===== src/shared/status_params.svh =====
// Bit positions, reset values, codes and poll pattern of the status block
`ifndef STATUS_PARAMS_SVH
`define STATUS_PARAMS_SVH
// Standard event status bit positions
`define SES_PON_BIT      3'd7
`define SES_CMD_ERR_BIT  3'd5
`define SES_EXE_ERR_BIT  3'd4
`define SES_QRY_ERR_BIT  3'd2
`define SES_OPC_BIT      3'd0
`define SES_USED_MASK    8'hB5
// Status byte bit positions
`define STB_RQS_BIT      3'd6
`define STB_ESB_BIT      3'd5
`define STB_MAV_BIT      3'd4
// Reset values
`define SES_RESET        8'h80
`define REG_ZERO         8'h00
// Query error codes
`define QERR_INTERRUPTED 8'h01
`define QERR_DEADLOCK    8'h02
`define QERR_UNTERM      8'h03
// Parallel poll enable command byte pattern, bits 6 to 4
`define PPE_PATTERN      3'b110
`endif


===== src/shared/status_pkg.sv =====
// Types shared by the status reporting block
`default_nettype none
package status_pkg;
    // Common command and query selectors from the parser
    typedef enum logic [3:0] {
        CMD_NONE     = 4'h0,
        CMD_ESR_QRY  = 4'h1,
        CMD_ESE_SET  = 4'h2,
        CMD_ESE_QRY  = 4'h3,
        CMD_SRE_SET  = 4'h4,
        CMD_SRE_QRY  = 4'h5,
        CMD_STB_QRY  = 4'h6,
        CMD_PRE_SET  = 4'h7,
        CMD_PRE_QRY  = 4'h8,
        CMD_OPC      = 4'h9,
        CMD_EER_QRY  = 4'hA,
        CMD_QER_QRY  = 4'hB
    } common_cmd_t;

    // Response formatter state
    typedef enum logic [1:0] {
        FMT_IDLE    = 2'b00,
        FMT_WAITING = 2'b01,
        FMT_SENDING = 2'b10
    } fmt_state_t;

    // One common command from the parser
    typedef struct packed {
        logic        valid;
        common_cmd_t cmd;
        logic [7:0]  data;
    } cmd_req_t;

    // Parallel poll configuration
    typedef struct packed {
        logic       enabled;
        logic       sense;
        logic [2:0] line;
    } pp_cfg_t;
endpackage
`default_nettype wire


===== src/rtl/gpib_status_reporting.sv =====
// Status reporting and message-exchange error logic of the bus port
`timescale 1ns/1ns
`default_nettype none
`include "status_params.svh"

// Behaviour
// (RULE1) Talk addressed, formatter idle, queue empty: query error, code 3, parser reset.
// (RULE2) Response pending and terminator or two END messages: code 1, drop response.
// (RULE3) Response pending and queue full: query error, code 2, drop response.
// (RULE4) ist is one when poll enable AND status byte is nonzero.
// (RULE5) Poll enable byte: bits 6-4 are 110, bit 3 sense, bits 2-0 line.
// (RULE6) Controller sends configure then enable byte to arm the poll response.
// (RULE7) Poll enable register is written and read by common commands; feeds ist.
// (RULE8) Event status query returns contents then clears; its enable is read/write.
// (RULE9) Status byte bit 5 set when any event bit meets its enable bit.
// (RULE10) Any enabled status byte bit sets bit 6 and requests service.
// (RULE11) Bit 6 reads as summary by query and as request flag by poll.
// (RULE12) Bit 4 set when response ready, cleared after terminator sent; others unused.
// (RULE13) Event bits: power-on 7, command 5, execution 4, query 2, complete 0.
// (RULE14) Syntax error sets command error bit and resets the parser.
// (RULE15) Failed execution sets execution error bit and stores error number.
// (RULE16) Power-on zeroes all registers but event status, which loads 128.
// (RULE17) After power-on the device is local with keyboard active.
// (RULE18) Memory error at power-up warns and restores reset-command defaults.
// (RULE19) Parallel poll drives the configured line to sense when ist is one.
module gpib_status_reporting
    import status_pkg::*;
(
    input  wire logic       CORE_CLK_IN,
    input  wire logic       SRST_IN,
    input  wire cmd_req_t   CMD_IN,
    input  wire logic       TALK_ADDR_IN,
    input  wire logic       QUEUE_EMPTY_IN,
    input  wire logic       QUEUE_FULL_IN,
    input  wire logic       TERM_READ_IN,
    input  wire logic       MULTI_END_IN,
    input  wire logic       RESP_READY_IN,
    input  wire logic       RESP_TERM_SENT_IN,
    input  wire logic       SYNTAX_ERR_IN,
    input  wire logic       EXEC_ERR_IN,
    input  wire logic [7:0] EXEC_ERR_NUM_IN,
    input  wire logic       PPC_IN,
    input  wire logic       PPU_IN,
    input  wire logic       PP_CMD_VALID_IN,
    input  wire logic [7:0] PP_CMD_IN,
    input  wire logic       PP_ACTIVE_IN,
    input  wire logic       SERIAL_POLL_IN,
    input  wire logic       NVM_ERR_IN,
    input  wire logic       REMOTE_REQ_IN,
    input  wire logic       GO_LOCAL_IN,
    output logic [7:0]      RESP_DATA_OUT,
    output logic            RESP_VALID_OUT,
    output logic            PARSER_RESET_OUT,
    output logic            RESP_CLEAR_OUT,
    output logic            SRQ_OUT,
    output logic            IST_OUT,
    output logic [7:0]      DIO_OUT,
    output logic [7:0]      DIO_OE_N_OUT,
    output logic            LOCAL_OUT,
    output logic            NVM_WARN_OUT,
    output logic            DEFAULTS_LOAD_OUT
);

    // --------------------------------------------------------------
    // Registers and decode
    // --------------------------------------------------------------
    logic [7:0] event_status;
    logic [7:0] event_status_enable;
    logic [7:0] service_request_enable;
    logic [7:0] pp_enable;
    logic [7:0] exec_err;
    logic [7:0] query_err;
    logic       message_ready_bit;
    logic       boot_done;
    pp_cfg_t    pp_cfg;
    fmt_state_t fmt_state;
    logic [7:0] status_byte;
    logic       event_summary_bit;
    logic       rqs;
    logic       err_unterm;
    logic       err_interrupt;
    logic       err_deadlock;
    logic       qry_err;
    logic [7:0] next_qerr;
    logic       esr_read;
    logic       ist;

    // Returns true when the command selector matches and is valid
    function automatic logic is_cmd(input cmd_req_t r, input common_cmd_t c);
        is_cmd = r.valid && (r.cmd == c);
    endfunction

    // Returns true for a valid command that must be answered
    function automatic logic is_query(input cmd_req_t r);
        case (r.cmd)
            CMD_ESR_QRY, CMD_ESE_QRY, CMD_SRE_QRY, CMD_STB_QRY,
            CMD_PRE_QRY, CMD_EER_QRY, CMD_QER_QRY: is_query = r.valid;
            default: is_query = 1'b0;
        endcase
    endfunction

    // One-hot mask of the configured poll response line
    function automatic logic [7:0] line_mask(input logic [2:0] pos);
        line_mask = 8'h01 << pos;
    endfunction

    // Message-exchange error detection
    assign err_unterm    = TALK_ADDR_IN && (fmt_state == FMT_IDLE)
                           && QUEUE_EMPTY_IN;  // see (RULE1)
    assign err_interrupt = (fmt_state != FMT_IDLE)
                           && (TERM_READ_IN || MULTI_END_IN); // see (RULE2)
    assign err_deadlock  = (fmt_state != FMT_IDLE) && QUEUE_FULL_IN
                           && !err_interrupt;  // see (RULE3)
    assign qry_err       = err_unterm || err_interrupt || err_deadlock;
    assign next_qerr     = err_interrupt ? `QERR_INTERRUPTED :
                           err_deadlock  ? `QERR_DEADLOCK : `QERR_UNTERM;
    assign esr_read      = is_cmd(CMD_IN, CMD_ESR_QRY);

    // Summary bits of the status byte
    assign event_summary_bit = |(event_status & event_status_enable); // see (RULE9)
    assign status_byte = {1'b0, rqs, event_summary_bit, message_ready_bit,
                          4'h0};                         // see (RULE12)
    // Service request from enabled bits, bit 6 itself excluded; built from
    // the summary sources so that no loop runs through the status byte
    assign rqs = |({2'b00, event_summary_bit, message_ready_bit, 4'h0}
                   & service_request_enable);            // see (RULE10)
    assign ist = |(pp_enable & status_byte);             // see (RULE4)

    // --------------------------------------------------------------
    // Event status register
    // --------------------------------------------------------------
    // Events set bits after the read clear, so a same-cycle event wins
    always_ff @(posedge CORE_CLK_IN) begin
        if (SRST_IN) begin
            event_status <= `SES_RESET;                  // see (RULE16)
        end else begin
            event_status <= (esr_read ? `REG_ZERO : event_status) // see (RULE8)
                | ({7'h00, qry_err} << `SES_QRY_ERR_BIT)       // see (RULE13)
                | ({7'h00, SYNTAX_ERR_IN} << `SES_CMD_ERR_BIT) // see (RULE14)
                | ({7'h00, EXEC_ERR_IN} << `SES_EXE_ERR_BIT)   // see (RULE15)
                | ({7'h00, is_cmd(CMD_IN, CMD_OPC)} << `SES_OPC_BIT);
        end
    end

    // --------------------------------------------------------------
    // Enable and error registers
    // --------------------------------------------------------------
    // Writable enables, cleared at power-on and on a memory error at power-up (first cycle after reset)
    always_ff @(posedge CORE_CLK_IN) begin
        if (SRST_IN || (!boot_done && NVM_ERR_IN)) begin
            event_status_enable    <= `REG_ZERO;         // see (RULE16)
            service_request_enable <= `REG_ZERO;
            pp_enable              <= `REG_ZERO;         // see (RULE18)
        end else begin
            if (is_cmd(CMD_IN, CMD_ESE_SET))
                event_status_enable <= CMD_IN.data;      // see (RULE8)
            if (is_cmd(CMD_IN, CMD_SRE_SET))
                service_request_enable <= CMD_IN.data;
            if (is_cmd(CMD_IN, CMD_PRE_SET))
                pp_enable <= CMD_IN.data;                // see (RULE7)
        end
    end

    // Error number registers
    always_ff @(posedge CORE_CLK_IN) begin
        if (SRST_IN) begin
            exec_err  <= `REG_ZERO;
            query_err <= `REG_ZERO;
        end else begin
            if (EXEC_ERR_IN)
                exec_err <= EXEC_ERR_NUM_IN;             // see (RULE15)
            if (qry_err)
                query_err <= next_qerr;                  // see (RULE1)
        end
    end

    // --------------------------------------------------------------
    // Response formatter tracking
    // --------------------------------------------------------------
    always_ff @(posedge CORE_CLK_IN) begin
        if (SRST_IN) begin
            fmt_state         <= FMT_IDLE;
            message_ready_bit <= 1'b0;
        end else begin
            case (fmt_state)
                FMT_IDLE: begin
                    if (RESP_READY_IN) begin
                        fmt_state         <= FMT_WAITING;
                        message_ready_bit <= 1'b1;       // see (RULE12)
                    end
                end
                FMT_WAITING, FMT_SENDING: begin
                    if (err_interrupt || err_deadlock) begin
                        fmt_state         <= FMT_IDLE;   // see (RULE2)
                        message_ready_bit <= 1'b0;       // see (RULE3)
                    end else if (RESP_TERM_SENT_IN) begin
                        fmt_state         <= FMT_IDLE;
                        message_ready_bit <= 1'b0;       // see (RULE12)
                    end else if (TALK_ADDR_IN) begin
                        fmt_state <= FMT_SENDING;
                    end
                end
                default: begin
                    fmt_state         <= FMT_IDLE;
                    message_ready_bit <= 1'b0;
                end
            endcase
        end
    end

    // --------------------------------------------------------------
    // Parallel poll configuration and response
    // --------------------------------------------------------------
    // Configure arms, then an enable byte of the right form is taken
    logic pp_armed;
    always_ff @(posedge CORE_CLK_IN) begin
        if (SRST_IN) begin
            pp_armed <= 1'b0;
            pp_cfg   <= '0;
        end else begin
            if (PPU_IN) begin
                pp_cfg.enabled <= 1'b0;
                pp_armed       <= 1'b0;
            end else if (PPC_IN) begin
                pp_armed <= 1'b1;                        // see (RULE6)
            end else if (pp_armed && PP_CMD_VALID_IN) begin
                pp_armed <= 1'b0;
                if (PP_CMD_IN[6:4] == `PPE_PATTERN) begin // see (RULE5)
                    pp_cfg.enabled <= 1'b1;
                    pp_cfg.sense   <= PP_CMD_IN[3];
                    pp_cfg.line    <= PP_CMD_IN[2:0];
                end
            end
        end
    end

    // Registered summary outputs
    always_ff @(posedge CORE_CLK_IN) begin
        if (SRST_IN) begin
            IST_OUT <= 1'b0;
            SRQ_OUT <= 1'b0;
        end else begin
            IST_OUT <= ist;                              // see (RULE4)
            SRQ_OUT <= rqs;                              // see (RULE10)
        end
    end

    // Poll line drive: the selected line is driven only while ist is one
    always_ff @(posedge CORE_CLK_IN) begin
        if (SRST_IN) begin
            DIO_OUT      <= `REG_ZERO;
            DIO_OE_N_OUT <= 8'hFF;
        end else begin
            DIO_OUT      <= pp_cfg.sense ? line_mask(pp_cfg.line)
                                         : `REG_ZERO;
            DIO_OE_N_OUT <= (PP_ACTIVE_IN && pp_cfg.enabled && ist)
                            ? ~line_mask(pp_cfg.line) : 8'hFF; // see (RULE19)
        end
    end

    // Query answers, one cycle after the command
    always_ff @(posedge CORE_CLK_IN) begin
        if (SRST_IN) begin
            RESP_DATA_OUT  <= `REG_ZERO;
            RESP_VALID_OUT <= 1'b0;
        end else begin
            RESP_VALID_OUT <= is_query(CMD_IN);          // see (RULE8)
            case (CMD_IN.cmd)
                CMD_ESR_QRY: RESP_DATA_OUT <= event_status;   // see (RULE8)
                CMD_ESE_QRY: RESP_DATA_OUT <= event_status_enable;
                CMD_SRE_QRY: RESP_DATA_OUT <= service_request_enable;
                CMD_PRE_QRY: RESP_DATA_OUT <= pp_enable;      // see (RULE7)
                CMD_EER_QRY: RESP_DATA_OUT <= exec_err;
                CMD_QER_QRY: RESP_DATA_OUT <= query_err;
                CMD_STB_QRY: RESP_DATA_OUT <= status_byte;    // see (RULE11)
                default:     RESP_DATA_OUT <= status_byte;
            endcase
            // Serial poll returns the latched request flag in bit 6
            if (SERIAL_POLL_IN)
                RESP_DATA_OUT <= {1'b0, SRQ_OUT, status_byte[5:0]};
        end
    end

    // --------------------------------------------------------------
    // Control outputs, local state and power-up check
    // --------------------------------------------------------------
    assign PARSER_RESET_OUT = err_unterm || SYNTAX_ERR_IN;  // see (RULE14)
    assign RESP_CLEAR_OUT   = err_interrupt || err_deadlock; // see (RULE2)

    // Power-up memory check happens on the first cycle after reset
    always_ff @(posedge CORE_CLK_IN) begin
        if (SRST_IN) begin
            boot_done         <= 1'b0;
            NVM_WARN_OUT      <= 1'b0;
            DEFAULTS_LOAD_OUT <= 1'b0;
            LOCAL_OUT         <= 1'b1;                   // see (RULE17)
        end else begin
            boot_done         <= 1'b1;
            DEFAULTS_LOAD_OUT <= !boot_done && NVM_ERR_IN; // see (RULE18)
            if (!boot_done && NVM_ERR_IN)
                NVM_WARN_OUT <= 1'b1;
            if (REMOTE_REQ_IN)
                LOCAL_OUT <= 1'b0;
            else if (GO_LOCAL_IN)
                LOCAL_OUT <= 1'b1;
        end
    end

endmodule // gpib_status_reporting
`default_nettype wire


===== config.mk =====
export PLATFORM = sky130hd
export DESIGN_NAME = gpib_status_reporting
export DESIGN_NICKNAME = d
export VERILOG_FILES = /design/src/shared/status_pkg.sv /design/src/rtl/gpib_status_reporting.sv
export VERILOG_INCLUDE_DIRS = /design/src /design/src/shared
export SDC_FILE = /design/constraint.sdc
export NUM_CORES = 1
export LEC_CHECK = 0
export ABC_AREA = 1
export BUFFER_PORTS_ARGS = -buffer_cell sky130_fd_sc_hd__buf_2
export CORE_AREA = 5 5 96 98
export CTS_CLUSTER_SIZE = 30
export DETAILED_ROUTE_END_ITERATION = 7
export DIE_AREA = 0 0 101 103
export SETUP_SLACK_MARGIN = 0.4
export SYNTH_ARGS = -nofsm -noshare
export SYNTH_HDL_FRONTEND = slang
export SYNTH_SLANG_ARGS = --single-unit

===== constraint.sdc =====
create_clock -name CORE_CLK_IN -period 2.6 [get_ports CORE_CLK_IN]
set_input_delay 0.26 -clock CORE_CLK_IN [delete_from_list [all_inputs] [get_ports CORE_CLK_IN]]
set_output_delay 0.26 -clock CORE_CLK_IN [all_outputs]
set_load 0.02 [all_outputs]

* Yosys cells after proc, flatten, opt, wreduce, memory -nomap -nowiden
Cells that the tools add are included.
** Word-level totals
- Register bits after elaboration :: 88
- Input port bits :: 48
- Output and inout bits :: 32
** Operators by class
- Eq/ne operators :: 17
- Shifts and indexed selects :: 1
- Mux-type cells :: 19
- Bitwise operators :: 13
- Reduce and logical (&&, ||, !) cells :: 40
** Operators by type and width (number)
- $pmux 8 s6 :: 1
- $reduce_or 8->1 :: 3
- $eq 4x3->1 const B :: 4
- $eq 4x4->1 const B :: 4
- $logic_and 1x1->1 :: 14
- $reduce_or 2->1 :: 6
- $mux 2 :: 5
- $mux 1 :: 9
- $and 6x8->8 :: 1
- $and 8x7->8 :: 1
- $and 8x8->8 :: 1
- $eq 4x2->1 const B :: 2
- $mux 8 :: 1
- $not 8->8 :: 1
- $or 8x1->8 :: 1
- $or 8x3->8 :: 1
- $or 8x5->8 :: 1
- $or 8x6->8 :: 1
- $shl 1x3->8 const A :: 1
- $mux 7 :: 1
- $reduce_or 7->1 :: 1
- $logic_or 1x1->1 :: 6
- $reduce_bool 2->1 :: 3
- $not 1->1 :: 5
- other kinds (14) :: 16

* Depth between registers and ports, before layout
Gate-level depths: netlist of the first run.
- Depth after elaboration :: 9
- Gate-level depth with buffers :: 9
- Gate-level depth less buffers :: 9

* Least setup slack after synthesis of the first run
No wires, ideal clock.
- Path type :: reg2out
- Start point :: reg fmt_state[0]
- End point :: out PARSER_RESET_OUT
- Data arrival time :: 1.088 ns
- Path slack :: 1.252 ns
- Cell stages (with the launch flop) :: 5
- Cells stage by stage :: dfxtp_1 -> inv_1 -> ha_1 -> nand2_1 -> o21ai_0
** On the way
- Cells in the longest elaborated chain, start to end :: 4
** Ends and longest elaborated chain
- from (decl) :: RTL line gpib_status_reporting.sv:76 : fmt_state_t fmt_state;
- from (signal assigned) :: RTL line gpib_status_reporting.sv:182 : fmt_state <= FMT_IDLE;
- from (signal assigned) :: RTL line gpib_status_reporting.sv:188 : fmt_state <= FMT_WAITING;
- from (signal assigned) :: RTL line gpib_status_reporting.sv:194 : fmt_state <= FMT_IDLE;
- $logic_not 2->1 :: RTL line gpib_status_reporting.sv:108 : assign err_unterm = TALK_ADDR_IN && (fmt_state == FMT_IDLE)
- $logic_and 1x1->1 :: RTL line gpib_status_reporting.sv:108
- $logic_and 1x1->1 :: RTL line gpib_status_reporting.sv:109 : && QUEUE_EMPTY_IN;
- $logic_or 1x1->1 :: RTL line gpib_status_reporting.sv:287 : assign PARSER_RESET_OUT = err_unterm || SYNTAX_ERR_IN;
- to (decl) :: RTL line gpib_status_reporting.sv:53 : output logic PARSER_RESET_OUT,
No other way between the ends.

* Final worst setup path of the first run
- Start point :: reg fmt_state[0]
- End point :: out RESP_CLEAR_OUT
** On the way
- Cells in the longest elaborated chain, start to end :: 5
- Elaborated cells between the ends (all ways) :: 6
- Those cells by class :: reduce/logical (6)
** Ends and longest elaborated chain
- $reduce_bool 2->1 (*) :: RTL line gpib_status_reporting.sv:110, gpib_status_reporting.sv:112
- $logic_and 1x1->1 :: RTL line gpib_status_reporting.sv:111 : && (TERM_READ_IN || MULTI_END_IN);
- $logic_not 1->1 :: RTL line gpib_status_reporting.sv:113 : && !err_interrupt;
- $logic_and 1x1->1 :: RTL line gpib_status_reporting.sv:113
- $logic_or 1x1->1 (*) :: RTL line gpib_status_reporting.sv:288 : assign RESP_CLEAR_OUT = err_interrupt || err_deadlock;
- to (decl) :: RTL line gpib_status_reporting.sv:54 : output logic RESP_CLEAR_OUT,
Mark *: on every way between the ends. The rest lies on a longest branch, timed or not.

==> qor.csv, run 1 <==
metric;value;unit
dieArea;0.0104;mm²
hold_viol_final;0;
worst_ep_required_time;2340;ps
ys_seq_area_frac;0.496;
gp_congestion;0.837;
htreeDepth;3;
area.growth.synth_to_final;20.5;%
slew_headroom;0.700;
synth_top_cell_by_area;dfxtp_1;
grt_pass1_vias;2777;
initial_utilization;0.380;
clk_latency;340;ps
gr-total-overflow;0;
top_layer_used;met4;
worst-path-stages;6;
totalWireLength;8.10;mm
finalPower;2.34;mW
placed_cells;608;
max_freq;570;MHz
crit_chain;inv_1, ha_1, nor2_1, a21oi_2, inv_1, buf_2;
dr.pass1.iters;4;
dpl.hpwl;6.11;mm
dr_wl_met2;3.84;mm
layoutNonFillerInstCount;623;
ys_types;29;
synth_top_area_share;0.496;
min_period;1760;ps
slowest_stage;dfxtp_1;
grt_pass1_wl;12.9;mm
clock-sinks;79;
crit_fanout;5;
cts_tree;yes;
grt_setup_unrepaired;no;
avgSynthCellArea;7.39;µm²
vias_per_cell;4.68;
p_leak;1.72;nW
path_clk_slew;80;ps
endpoint_kind;primary output;
ys_seq_elements;79;
setup-tns-final;0;ps
die_x;101;µm
drt_iter0_drc;138;
nets;561;
final_common_cell;nand2_1;
fin_ws;845;ps
pwr_density_cell;609;mW/mm²
n_antenna_cell;0;
post_drt_wl_per_cell;13.0;µm
met3WireLength;453;µm
numPortBuffers;78;
grt.total_usage;0.160;
cp.arrival;1500;ps
wl_met1;3.69;mm
synthTopCellsByArea;dfxtp_1 (50%), nand2_1 (14%), a21oi_1 (6.3%);
drv_slew;0;
synth_area;0.00319;mm²
root_buffer;clkbuf_8;
drive_gt1_frac;0.221;
post_cts_buffers;0;
path_class;reg2out;
dpl_worst_slack;1030;ps
crit_family;flip-flops;
finalSetupViolations;0;
whs;113;ps
tightest_slew;448;ps
hold_buffers;0;
crit_path_max_incr_delay;360;ps
dieHeight;103;µm
worstSetupStartpointType;register;
ir_drop;236;µV
ctsResizeCount;0;
ys.warnings.count;0;
grt_max_degree;25;
min_path_type;in2reg;
status;completed;
syn_nets;481;
finalClockSkew;7.68;ps
ant_nets;0;
ctsLongestPathBuffers;2;
vias;2917;
synthesis.instances;431;
critPathMostFrequentCell;inv_1;
antenna_found_initial;0;
core-area;0.00838;mm²
fp-row-count;34;
hold_depth;2;
drc_errors;0;
io_pins;80;
path_buf_inv;3;
ff2ff_path_depth;7;
fin_crit_sh;0.675;
layout_common_cells;nand2_1 (119), dfxtp_1 (79), buf_2 (78);
cap_violations;0;
numCtsBuffers;9;
==> synth_stat cells <==
| cell | number |
|---|---|
| ha_1 | 2 |
| a31oi_1 | 1 |
| a211oi_2 | 2 |
| nor2_4 | 2 |
| clkbuf_1 | 2 |
| o21ai_1 | 1 |
| nand2_2 | 4 |
| nor2_1 | 43 |
| clkinv_1 | 5 |
| or2_2 | 1 |
| buf_2 | 7 |
| nor2_2 | 2 |
| inv_1 | 38 |
| nor3_1 | 13 |
| o21ai_0 | 21 |
| dfxtp_1 | 79 |
| a41oi_1 | 1 |
| clkbuf_2 | 1 |
| nor4_1 | 8 |
| a211oi_1 | 4 |
| nand2_1 | 119 |
| nand3_2 | 2 |
| inv_2 | 5 |
| a21oi_2 | 1 |
| buf_6 | 2 |
| o22ai_1 | 2 |
| nand3_1 | 22 |
| a21oi_1 | 40 |
| o21bai_1 | 1 |
==> sequential cells by signal (all words and copies together), names as in the netlist, 2 cells and up <==
name,cells
DIO_OE_N_OUT,8
DIO_OUT,8
RESP_DATA_OUT,8
event_status_enable,8
exec_err,8
pp_enable,8
service_request_enable,8
event_status,5
pp_cfg,5
fmt_state,2
query_err,2
==> logic make-up after synthesis <==
| group | synth area share |
|---|---|
| AO/OA/AOI/OAI | 0.128 |
| adder cells (fa/ha/maj) | 0.00785 |
| buffers and inverters | 0.0786 |
| flip-flops | 0.496 |
| AND/OR/NAND/NOR | 0.289 |
==> area by class of cell <==
| class | count | area, µm² |
|---|---|---|
| fill | 861 | 4540 |
| clock buffer | 12 | 155 |
| inverter | 48 | 180 |
| multi-input combinational | 292 | 1350 |
| clock inverter | 3 | 18.8 |
| sequential | 79 | 1580 |
| timing repair buffer | 81 | 413 |
| tap | 108 | 135 |
==> report_power, final <==
group | switching [mW] | total [mW] | internal (mW) | leakage, nW
clock network | 0.412 | 0.804 | 0.393 | 0.0922
registers | 0.0263 | 1.28 | 1.25 | 0.643
logic | 0.163 | 0.256 | 0.0931 | 0.988
total | 0.601 | 2.34 | 1.74 | 1.72
==> through the flow <==
step,util,area (µm²)
3_3_place_gp,0.437,3660
2_1_floorplan,-,3190
5_1_grt,0.458,3840
3_5_place_dp,0.437,3660
4_1_cts,0.458,3840
6_report,0.458,3840
==> final timing paths <==
kind	from	slack, ps	to
worst max-delay path	fmt_state[0]$_SDFFE_PP0P_	840	RESP_CLEAR_OUT
worst min-delay path	REMOTE_REQ_IN	110	LOCAL_OUT$_SDFFE_PP1P_
worst max register to register	fmt_state[0]$_SDFFE_PP0P_	1180	fmt_state[1]$_SDFFE_PP0P_
worst min register to register	pp_cfg[3]$_SDFFE_PP0P_	450	pp_cfg[3]$_SDFFE_PP0P_
==> per-layer routing <==
metal  GRT usage  vias to the layer above
li1            -                     1547
met4      0.0726                        0
met3      0.0345                       10
met2       0.267                       67
met5           0                        -
met1       0.198                     1293
Power figures use the tool's default switching activity.
==> run 2, diff against run 1 <==
clock period = 1.8 ns   (was 2.6 ns; I/O delays follow)
==> run 2 against run 1 <==
Effect of this change: design area grew 4.0%; wire length fell by 0.64%; sequential cell count is the same; sequential power rose by 45%; critical path type unchanged; critical endpoint unchanged; largest cell class unchanged; largest power group unchanged.
==> qor.csv, run 2 (same netlist as run 1, synthesis figures left out) <==
metric;value;unit;change
fin_crit_sh;0.800;;
cts_tree;yes;;unchanged
ff2ff_path_depth;8;;was 7
status;completed;;unchanged
area.growth.synth_to_final;25.3;%;was 20.5%
finalClockSkew;8.15;ps;was 7.68 ps
path_buf_inv;3;;unchanged
die_x;101;µm;unchanged
finalPower;3.85;mW;was 2.34 mW
gp_congestion;0.833;;was 0.837
final_common_cell;nand2_1;;unchanged
layout_common_cells;nand2_1 (118), dfxtp_1 (77), buf_2 (76);;was nand2_1 (119), dfxtp_1 (79), buf_2 (78)
critPathMostFrequentCell;inv_2;;was inv_1
initial_utilization;0.380;;unchanged
min_path_type;in2reg;;unchanged
dieArea;0.0104;mm²;unchanged
dpl.hpwl;6.05;mm;was 6.11 mm
drive_gt1_frac;0.251;;was 0.221
worst_ep_required_time;1620;ps;was 2340 ps
core-area;0.00838;mm²;unchanged
totalWireLength;8.05;mm;was 8.10 mm
grt_max_degree;28;;was 25
ant_nets;0;;unchanged
crit_family;flip-flops;;unchanged
max_freq;695;MHz;
antenna_found_initial;0;;unchanged
slowest_stage;dfxtp_2;;was dfxtp_1
grt_setup_unrepaired;yes;;was no
busiest_layer;met2;;unchanged
grt.total_usage;0.158;;was 0.160
slew_headroom;0.771;;was 0.700
p_leak;1.78;nW;was 1.72 nW
crit_fanout;4;;was 5
vias_per_cell;4.67;;was 4.68
drc_errors;0;;unchanged
htreeDepth;3;;unchanged
grtUsageMet1;0.200;;was 0.198
use_met3;0.0419;;was 0.0345
grt_pass1_vias;2675;;was 2777
finalSetupViolations;0;;unchanged
setup-tns-final;0;ps;unchanged
vias;2939;;was 2917
gr-total-overflow;0;;unchanged
numPortBuffers;78;;unchanged
drt_iter0_drc;145;;was 138
tightest_slew;343;ps;was 448 ps
place_area;0.00368;mm²;was 0.00366 mm²
path_clk_slew;70;ps;was 80 ps
root_buffer;clkbuf_8;;unchanged
endpoint_kind;primary output;;unchanged
dr.pass1.iters;4;;unchanged
hold_buffers;0;;unchanged
hold_viol_final;0;;unchanged
cap_violations;0;;unchanged
io_pins;80;;unchanged
pwr_density_cell;964;mW/mm²;was 609 mW/mm²
whs;30.6;ps;was 113 ps
n_antenna_cell;0;;unchanged
clk_latency;340;ps;about the same
dieHeight;103;µm;unchanged
met2_usage;0.263;;was 0.267
fp-row-count;34;;unchanged
clock-sinks;79;;unchanged
design_area;0.00399;mm²;was 0.00384 mm²
post_drt_wl_per_cell;12.8;µm;was 13.0 µm
ir_drop;473;µV;was 236 µV
nets;567;;was 561
hold_depth;2;;unchanged
min_period;1440;ps;
drv_slew;0;;unchanged
ctsLongestPathBuffers;2;;unchanged
path_class;reg2out;;unchanged
worstSetupStartpointType;register;;unchanged
crit_chain;inv_2, ha_4, nor2_4, a21oi_4, inv_2, buf_6;;was inv_1, ha_1, nor2_1, a21oi_2, inv_1, buf_2
numCtsBuffers;9;;unchanged
grt_pass1_wl;12.7;mm;was 12.9 mm
worst-path-stages;6;;unchanged
crit_path_max_incr_delay;330;ps;was 360 ps
cp.arrival;1260;ps;was 1500 ps
## run 2: cell types whose count changed in the layout (fill, tap and decap cells not counted), sizes merged
cell,before,now
inv,43,44
clkinv,8,4
buf,81,87
clkbuf,12,10
clkinvlp,0,2
bufinv,0,3
## run 2: per-stage QoR
step           setup slack (ps)   util  cells
4_1_cts                     328  0.474    629
5_1_grt                     280  0.476    629
6_report                    360  0.476    629
3_5_place_dp                393  0.439    610
2_1_floorplan               527      -    431
3_3_place_gp                410  0.439    610
## run 2: area by class of cell
| class | instances | area (µm²) |
|---|---|---|
| fillers | 831 | 4390 |
| multi-input cells | 292 | 1390 |
| well taps | 108 | 135 |
| flip-flops and latches | 79 | 1580 |
| clock buffers | 10 | 128 |
| repair buffers | 87 | 467 |
| inverters | 48 | 186 |
| clock inverters | 5 | 106 |
## run 2: worst paths after layout
check | slack [ps] | end | from
setup / recovery | 360 | RESP_CLEAR_OUT | fmt_state[0]$_SDFFE_PP0P_
hold / removal | 30 | LOCAL_OUT$_SDFFE_PP1P_ | REMOTE_REQ_IN
setup reg to reg | 440 | fmt_state[0]$_SDFFE_PP0P_ | fmt_state[0]$_SDFFE_PP0P_
hold reg to reg | 450 | pp_cfg[3]$_SDFFE_PP0P_ | pp_cfg[3]$_SDFFE_PP0P_
## run 2: what timing repair did
item / in CTS / in global routing
pin swaps: 3 / 3
buffers inserted: 4 / 0
gates resized for setup: 14 / 5
setup endpoints to repair: 3 / 5
## run 2: worst register-to-register path, delay by kind of cell (launching register included)
kind / cells / cell delay [ps]
adder cells (fa/ha/maj): 1 / 180
AND/OR/NAND/NOR: 3 / 230
buffers and inverters: 2 / 210
flip-flops: 1 / 330
AO/OA/AOI/OAI: 2 / 310
## run 2: metal layers
| layer | vias to the layer above | wire length, µm |
|---|---|---|
| li1 | 1563 | - |
| met1 | 1294 | 3570 |
| met2 | 76 | 3840 |
| met3 | 6 | 570 |
| met4 | 0 | 72 |
| met5 | - | 0 |
## run 2: where the power goes
| group | switching, mW | internal [mW] | leakage (nW) |
|---|---|---|---|
| registers | 0.0370 | 1.81 | 0.644 |
| clock network | 0.627 | 0.919 | 0.113 |
| logic | 0.268 | 0.187 | 1.02 |
| total | 0.932 | 2.91 | 1.78 |
